==> src/crlc_pkg.sv <==
// Package of register map, field layout and reset values for the ladder block
package crlc_pkg;
  localparam int unsigned ADDR_W = 12;
  localparam logic [11:0] OFS_LADDER_CTRL = 12'h000;
  localparam logic [11:0] OFS_CMP_CTRL = 12'h004;
  localparam logic [11:0] OFS_PORTF_DIR = 12'h008;
  localparam logic [11:0] OFS_STATUS = 12'h00C;
  localparam int unsigned BIT_PWR_EN = 7;
  localparam int unsigned BIT_PIN_OE = 6;
  localparam int unsigned BIT_RANGE = 5;
  localparam int unsigned BIT_SOURCE = 4;
  localparam int unsigned TAP_MSB = 3;
  localparam int unsigned TAP_LSB = 0;
  localparam int unsigned CMP_OUT_MSB = 7;
  localparam int unsigned CMP_OUT_LSB = 6;
  localparam int unsigned CMP_MODE_MSB = 2;
  localparam int unsigned CMP_MODE_LSB = 0;
  localparam int unsigned PIN_DIR_BIT = 5;
  localparam logic [7:0] RST_LADDER_CTRL = 8'h00;
  localparam logic [7:0] RST_CMP_CTRL = 8'h00;
  localparam logic [7:0] RST_PORTF_DIR = 8'hFF;
  localparam logic [7:0] CMP_CTRL_WMASK = 8'h3F;
endpackage : crlc_pkg

==> src/crlc_reg8.sv <==
// Eight-bit software register with write mask and reset value
`timescale 1ns/1ps
module crlc_reg8 #(
  parameter logic [7:0] RESET_VAL = 8'h00,
  parameter logic [7:0] WMASK = 8'hFF
) (
  input wire logic ref_clk_in,
  input wire logic rstn_in,
  input wire logic wr_in,
  input wire logic [7:0] wdata_in,
  output logic [7:0] q_out
);
  logic [7:0] q_reg;
  logic [7:0] q_next;
  always_comb begin
    q_next = (q_reg & ~WMASK) | (wdata_in & WMASK);
  end
  always_ff @(posedge ref_clk_in) begin
    if (!rstn_in) begin
      q_reg <= RESET_VAL;
    end else if (wr_in) begin
      q_reg <= q_next;
    end
  end
  assign q_out = q_reg;
endmodule : crlc_reg8

==> src/crlc_top.sv <==
// Comparator reference ladder control register bank with APB slave
`timescale 1ns/1ps
module crlc_top (
  input wire logic ref_clk_in,
  input wire logic rstn_in,
  input wire logic psel_in,
  input wire logic penable_in,
  input wire logic pwrite_in,
  input wire logic [11:0] paddr_in,
  input wire logic [31:0] pwdata_in,
  input wire logic [3:0] pstrb_in,
  output logic [31:0] prdata_out,
  output logic pready_out,
  output logic pslverr_out,
  input wire logic [1:0] comparator_result_in,
  input wire logic sleep_in,
  output logic ladder_power_enable_out,
  output logic ladder_pin_output_enable_out,
  output logic ladder_range_select_out,
  output logic ladder_source_select_out,
  output logic [3:0] ladder_tap_code_out,
  output logic shared_analog_pin_connect_out,
  output logic [2:0] comparator_mode_field_out,
  output logic [7:0] port_f_direction_out
);
  logic access_w;
  logic wr_en;
  logic hit_ladder;
  logic hit_cmp;
  logic hit_dir;
  logic hit_stat;
  logic mapped;
  logic [7:0] ladder_q;
  logic [7:0] cmp_q;
  logic [7:0] dir_q;
  logic [7:0] cmp_view;
  logic [1:0] cmp_sync1_reg;
  logic [1:0] cmp_sync2_reg;
  logic [1:0] cmp_sync3_reg;
  logic [1:0] cmp_stable_reg;
  logic [31:0] prdata_reg;
  logic [31:0] rdata_next;

  assign access_w = psel_in && penable_in;
  assign hit_ladder = paddr_in == crlc_pkg::OFS_LADDER_CTRL;
  assign hit_cmp = paddr_in == crlc_pkg::OFS_CMP_CTRL;
  assign hit_dir = paddr_in == crlc_pkg::OFS_PORTF_DIR;
  assign hit_stat = paddr_in == crlc_pkg::OFS_STATUS;
  assign mapped = hit_ladder || hit_cmp || hit_dir || hit_stat;
  // Only byte lane 0 carries register data
  assign wr_en = access_w && pwrite_in && pstrb_in[0];

  // Zero wait states; unmapped address answers with an error
  assign pready_out = 1'b1;
  assign pslverr_out = access_w && !mapped;

  // Sleep has no reset path, contents survive wake-up
  crlc_reg8 #(
    .RESET_VAL(crlc_pkg::RST_LADDER_CTRL),
    .WMASK(8'hFF)
  ) u_ladder (
    .ref_clk_in(ref_clk_in),
    .rstn_in(rstn_in),
    .wr_in(wr_en && hit_ladder),
    .wdata_in(pwdata_in[7:0]),
    .q_out(ladder_q)
  );

  // Output bits are read only
  crlc_reg8 #(
    .RESET_VAL(crlc_pkg::RST_CMP_CTRL),
    .WMASK(crlc_pkg::CMP_CTRL_WMASK)
  ) u_cmp (
    .ref_clk_in(ref_clk_in),
    .rstn_in(rstn_in),
    .wr_in(wr_en && hit_cmp),
    .wdata_in(pwdata_in[7:0]),
    .q_out(cmp_q)
  );

  crlc_reg8 #(
    .RESET_VAL(crlc_pkg::RST_PORTF_DIR),
    .WMASK(8'hFF)
  ) u_dir (
    .ref_clk_in(ref_clk_in),
    .rstn_in(rstn_in),
    .wr_in(wr_en && hit_dir),
    .wdata_in(pwdata_in[7:0]),
    .q_out(dir_q)
  );

  // Comparator results come from analog, three-stage synchroniser
  always_ff @(posedge ref_clk_in) begin
    if (!rstn_in) begin
      cmp_sync1_reg <= 2'h0;
      cmp_sync2_reg <= 2'h0;
      cmp_sync3_reg <= 2'h0;
    end else begin
      cmp_sync1_reg <= comparator_result_in;
      cmp_sync2_reg <= cmp_sync1_reg;
      cmp_sync3_reg <= cmp_sync2_reg;
    end
  end

  // Accept a bit once the last two stages agree
  always_ff @(posedge ref_clk_in) begin
    if (!rstn_in) begin
      cmp_stable_reg <= 2'h0;
    end else begin
      for (int i = 0; i < 2; i++) begin
        if (cmp_sync2_reg[i] == cmp_sync3_reg[i]) begin
          cmp_stable_reg[i] <= cmp_sync3_reg[i];
        end
      end
    end
  end

  always_comb begin
    cmp_view = cmp_q;
    cmp_view[crlc_pkg::CMP_OUT_MSB:crlc_pkg::CMP_OUT_LSB] = cmp_stable_reg;
  end

  always_comb begin
    rdata_next = 32'h0000_0000;
    if (hit_ladder) begin
      rdata_next[7:0] = ladder_q;
    end else if (hit_cmp) begin
      rdata_next[7:0] = cmp_view;
    end else if (hit_dir) begin
      rdata_next[7:0] = dir_q;
    end else if (hit_stat) begin
      rdata_next[0] = shared_analog_pin_connect_out;
      rdata_next[1] = sleep_in;
    end
  end

  // Read data registered from the setup phase
  always_ff @(posedge ref_clk_in) begin
    if (!rstn_in) begin
      prdata_reg <= 32'h0000_0000;
    end else if (psel_in && !penable_in && !pwrite_in) begin
      prdata_reg <= rdata_next;
    end
  end
  assign prdata_out = prdata_reg;

  // Control fields straight from the register flops
  assign ladder_power_enable_out = ladder_q[crlc_pkg::BIT_PWR_EN];
  assign ladder_pin_output_enable_out =
    ladder_q[crlc_pkg::BIT_PIN_OE];
  assign ladder_range_select_out = ladder_q[crlc_pkg::BIT_RANGE];
  assign ladder_source_select_out = ladder_q[crlc_pkg::BIT_SOURCE];
  // Full 4-bit code passed, sixteen levels per range
  assign ladder_tap_code_out =
    ladder_q[crlc_pkg::TAP_MSB:crlc_pkg::TAP_LSB];
  assign shared_analog_pin_connect_out = ladder_q[crlc_pkg::BIT_PIN_OE] &&
    dir_q[crlc_pkg::PIN_DIR_BIT];
  assign comparator_mode_field_out =
    cmp_q[crlc_pkg::CMP_MODE_MSB:crlc_pkg::CMP_MODE_LSB];
  assign port_f_direction_out = dir_q;

  property p_reset_clear;
    @(posedge ref_clk_in)
    !rstn_in |=> ladder_q == 8'h00 && comparator_mode_field_out == 3'h0;
  endproperty
  a_reset_clear: assert property (p_reset_clear)
    else $error("control not cleared by reset");

  property p_write_update;
    @(posedge ref_clk_in) disable iff (!rstn_in)
    (wr_en && hit_ladder) |=> ladder_q == $past(pwdata_in[7:0]);
  endproperty
  a_write_update: assert property (p_write_update)
    else $error("ladder control missed write");

  property p_hold;
    @(posedge ref_clk_in) disable iff (!rstn_in)
    !(wr_en && hit_ladder) |=> $stable(ladder_q);
  endproperty
  a_hold: assert property (p_hold)
    else $error("ladder control changed without write");

  property p_power;
    @(posedge ref_clk_in) disable iff (!rstn_in)
    (wr_en && hit_ladder) |=> ladder_power_enable_out == $past(pwdata_in[7]);
  endproperty
  a_power: assert property (p_power)
    else $error("power enable wrong");

  property p_pin_oe;
    @(posedge ref_clk_in) disable iff (!rstn_in)
    (wr_en && hit_ladder) |=>
      ladder_pin_output_enable_out == $past(pwdata_in[6]);
  endproperty
  a_pin_oe: assert property (p_pin_oe)
    else $error("pin output enable wrong");

  property p_range_src;
    @(posedge ref_clk_in) disable iff (!rstn_in)
    (wr_en && hit_ladder) |=> ladder_range_select_out == $past(pwdata_in[5])
      && ladder_source_select_out == $past(pwdata_in[4]);
  endproperty
  a_range_src: assert property (p_range_src)
    else $error("range or source select wrong");

  property p_tap;
    @(posedge ref_clk_in) disable iff (!rstn_in)
    (wr_en && hit_ladder) |=> ladder_tap_code_out == $past(pwdata_in[3:0]);
  endproperty
  a_tap: assert property (p_tap)
    else $error("tap code wrong");

  property p_pin_connect;
    @(posedge ref_clk_in) disable iff (!rstn_in)
    shared_analog_pin_connect_out |->
      ladder_pin_output_enable_out && port_f_direction_out[5];
  endproperty
  a_pin_connect: assert property (p_pin_connect)
    else $error("pin connected without both enables");

  property p_readback;
    @(posedge ref_clk_in) disable iff (!rstn_in)
    (psel_in && !penable_in && !pwrite_in && hit_ladder) |=>
      prdata_out == {24'h000000, $past(ladder_q)};
  endproperty
  a_readback: assert property (p_readback)
    else $error("ladder readback wrong");

  property p_independent;
    @(posedge ref_clk_in) disable iff (!rstn_in)
    (wr_en && hit_cmp) |=> $stable(ladder_q);
  endproperty
  a_independent: assert property (p_independent)
    else $error("comparator write disturbed ladder");

  property p_mode_reset;
    @(posedge ref_clk_in)
    !rstn_in |=> comparator_mode_field_out == 3'h0;
  endproperty
  a_mode_reset: assert property (p_mode_reset)
    else $error("comparator mode not reset");

  property p_reset_outputs;
    @(posedge ref_clk_in)
    !rstn_in |=> !ladder_power_enable_out && !ladder_pin_output_enable_out
      && !ladder_range_select_out && !ladder_source_select_out
      && ladder_tap_code_out == 4'h0 && !shared_analog_pin_connect_out;
  endproperty
  a_reset_outputs: assert property (p_reset_outputs)
    else $error("ladder outputs not cleared by reset");

  // Writes without lane 0 must leave every register alone
  property p_mask_ignored;
    @(posedge ref_clk_in) disable iff (!rstn_in)
    (access_w && pwrite_in && !pstrb_in[0]) |=>
      $stable(ladder_q) && $stable(dir_q) && $stable(cmp_q);
  endproperty
  a_mask_ignored: assert property (p_mask_ignored)
    else $error("write without lane 0 changed a register");

  property p_unmapped_ignored;
    @(posedge ref_clk_in) disable iff (!rstn_in)
    (access_w && pwrite_in && !mapped) |=>
      $stable(ladder_q) && $stable(dir_q) && $stable(cmp_q);
  endproperty
  a_unmapped_ignored: assert property (p_unmapped_ignored)
    else $error("unmapped write changed a register");

  property p_cmp_isolated;
    @(posedge ref_clk_in) disable iff (!rstn_in)
    (wr_en && hit_ladder) |=> $stable(comparator_mode_field_out);
  endproperty
  a_cmp_isolated: assert property (p_cmp_isolated)
    else $error("ladder write disturbed comparator mode");

  property p_sleep_keep;
    @(posedge ref_clk_in) disable iff (!rstn_in)
    (sleep_in && !(wr_en && hit_ladder)) |=>
      $stable({ladder_power_enable_out, ladder_pin_output_enable_out,
        ladder_range_select_out, ladder_source_select_out,
        ladder_tap_code_out});
  endproperty
  a_sleep_keep: assert property (p_sleep_keep)
    else $error("ladder outputs moved during sleep");

  property p_status_readback;
    @(posedge ref_clk_in) disable iff (!rstn_in)
    (psel_in && !penable_in && !pwrite_in && hit_stat) |=>
      prdata_out[1:0] == $past({sleep_in, shared_analog_pin_connect_out});
  endproperty
  a_status_readback: assert property (p_status_readback)
    else $error("status readback wrong");

  c_pin_on: cover property (@(posedge ref_clk_in)
    shared_analog_pin_connect_out);
  c_range_hi: cover property (@(posedge ref_clk_in)
    ladder_power_enable_out && ladder_range_select_out);
  c_tap_max: cover property (@(posedge ref_clk_in)
    ladder_tap_code_out == 4'hF);
  c_bad_addr: cover property (@(posedge ref_clk_in) pslverr_out);
  c_ext_src: cover property (@(posedge ref_clk_in)
    ladder_power_enable_out && ladder_source_select_out);
endmodule : crlc_top

==> config.mk <==
export PLATFORM = sky130hd
export DESIGN_NAME = crlc_top
export DESIGN_NICKNAME = d
export VERILOG_FILES = /design/src/crlc_pkg.sv /design/src/crlc_reg8.sv /design/src/crlc_top.sv
export SDC_FILE = /design/constraint.sdc
export NUM_CORES = 1
export LEC_CHECK = 0
export BUFFER_PORTS_ARGS = -buffer_cell sky130_fd_sc_hd__buf_2
export CORE_MARGIN = 2
export CORE_UTILIZATION = 46
export DETAILED_ROUTE_END_ITERATION = 8
export PLACE_DENSITY_LB_ADDON = 0.1
export SLEW_MARGIN = 15
export SYNTH_ARGS = -nofsm -noshare
export SYNTH_HDL_FRONTEND = slang
export SYNTH_HIERARCHICAL = 1
export SYNTH_SLANG_ARGS = --single-unit
==> constraint.sdc <==
create_clock -name ref_clk_in -period 2.9 [get_ports ref_clk_in]
set_input_delay 0.29 -clock ref_clk_in [delete_from_list [all_inputs] [get_ports ref_clk_in]]
set_output_delay 0.29 -clock ref_clk_in [all_outputs]
set_load 0.02 [all_outputs]
==> key figures <==
Pwr
  • Clk pwr share: 37.1%
  • Max VDD drop: 0.000333 V
  • PD cells: 465 nW/µm²
  • Sw Ratio: 24.8%
  • Seq pwr share: 53.0%
  • Psw: 0.248 mW
  • Part of the power in combinational logic: 9.8%
  • Pleak: 0.880 nW
  • Internal cell power: 0.751 mW

Worst setup path
  • Setup crit start kind: input pin
  • CP endpoint kind: output port
  • Cells on worst reg2reg path: 4
  • Reg-to-reg startpoint: u_dir/q_out[5]
  • Reg-to-reg endpoint: prdata_out[0]
  • CP Data Required Time: 2610 ps
  • R2r setup slk: 1580 ps
  • Kind of critical path: in -> out
  • Critical Path Source: paddr_in[9]
  • Crit-path max FO: 8
  • Critical path arrival: 1340 ps

Die
  • Die Y: 67.0 µm
  • Die extent in x: 67.0 µm
  • CORE AREA: 3740 µm²
  • Initial Utilization: 48.8%
  • Num ports: 110
  • Cell row count: 22
  • Die ar.: 4490 µm²

Placement
  • IO buf count: 57
  • Placer Congestion: 0.656
  • Dpl hpwl: 2.56 mm

Clock network
  • CTS Buf Count: 5
  • CTS tree: yes
  • Setup Buffers After CTS: 0
  • CTS clk-pin slew, worst paths: 70 ps
  • Hold-fix buffers, CTS: 0
  • H-tree depth: 2
  • Clock Sink Count: 38
  • Clk buf depth: 2
  • Root buffer cell: clkbuf_8
  • Post-CTS resize count: 0
  • Skew-Pair Late Insertion Delay: 290 ps

Timing
  • Final Hold Fails: 0
  • Final clock period utilization by the worst path: 56.1%
  • RSZ-0062 raised after global routing: false
  • Setup-failing EPs final: 0
  • Hold slack: 203 ps
  • Clock skew: 2.19 ps
  • Achievable Freq: 615 MHz
  • Crit path time final: 1630 ps
  • Setup TNS: 0 ps
  • Max-slew violation count: 0
  • Worst Tran Pin Value: 586 ps
  • Slew headroom: 60.9%

Drt
  • DR DRC count: 0
  • Final ANT Viol Nets: 0
  • Detailed-route via count: 1,393
  • DR vias/cell: 4.80
  • TritonRoute pass-1 iters: 4
  • Final wirelength: 3.62 mm
  • Iteration-0 DRC Markers: 40
  • Drt wl/cell: 12.5 µm

Final layout
  • Diode count: 0
  • Nets: 297
  • Fillers: 375
  • Fraction of layout instances using a drive strength above 1: 32.2%
  • Layout Utilization: 57.5%
  • Area Overhead vs Synth: 17.8%

Hold path
  • Min-Delay Path Class: in -> reg
  • Hold Path Origin: comparator_result_in[1]
  • Worst Hold Path EP: cmp_sync1_reg[1]
  • Hold depth: 2

Global routing
  • Number of global-route vias before repair: 1,244
  • Grt ovf: 0
  • Overall Global Routing Usage: 18.3%
  • Largest net degree at the start of global routing: 41
  • First-pass GRT wire length: 6.04 mm
  • Initial antenna violation count: 0

Logic synthesis
  • Mapped Area: 1830 µm²
  • Mapped Cells: 183
  • Syn_area_per_cell: 9.98 µm²
  • Synthesis Warnings: 6

Job
  • Number of max-cap violations: 0

Run status
  • Status: complete, no violations
-- stage by stage --
step | setup slack (ps) | instances | area (µm²) | power [mW]
after floorplan | 1320 | 206 | 1910 | 0.628
after global placement | 994 | 282 | 2060 | 0.640
after detailed placement | 1030 | 282 | 2060 | 0.640
after CTS | 1260 | 290 | 2150 | 1.01
after global routing | 1160 | 290 | 2150 | 1.05
final | 1270 | 290 | 2150 | 0.999
-- power groups by stage --
stage,Combinational (mW),Clock [mW],Sequential [mW]
final,0.0983,0.371,0.530
after global routing,0.109,0.410,0.531
after CTS,0.0985,0.383,0.530
after detailed placement,0.0982,0,0.542
after global placement,0.0982,0,0.542
after floorplan,0.0833,0,0.545
-- per-layer routing --
layer	wire [µm]	track usage, %	vias up	part of all wire [%]
met5	0	0	-	0
met4	25	6.89	0	0.69
met3	289	5.74	4	8.0
met2	1640	27.4	66	45
met1	1670	24.5	630	46
li1	-	-	693	-
-- how the worst max path moves through the flow --
stage	slack, ps	cells after the start	end
floorplan	1320	6	u_cmp/q_out[0]
CTS	1260	5	pslverr_out
finish	1270	5	pslverr_out
global placement	990	6	u_dir/q_out[3]
detailed placement	1030	6	u_dir/q_out[4]
global route	1160	6	u_dir/q_out[4]
-- cell type report --
cell class                 instances  area, µm²  area share (%)
timing repair buffer              62        323            15.0
clock buffer                       7       86.3            4.01
multi-input combinational        134        916            42.6
tap                               48       60.1            2.79
clock inverter                     1       5.00           0.233
sequential                        38        761            35.4
-- cell usage in the layout (no fill, tap or decap), drive strengths merged --
master and instances:
a21boi 3, a31oi 4, and2 7, and3 2, buf 62, clkbuf 7
clkinv 1, conb 25, dfxtp 38, mux2i 28, mux4 2, nand2 16
nand2b 1, nand3 6, nand3b 1, nand4 2, nor2 1, nor2b 15
nor3b 2, nor4 3, nor4b 1, o21ai 8, o22ai 2, o2bb2ai 1
or3 4
-- critical path, cell delays in order --
cell     delay (ps)
buf_2           110
nor4_4          290
nand3_2         220
and3_2          270
buf_2           150
(Power assumes the default switching activity.)
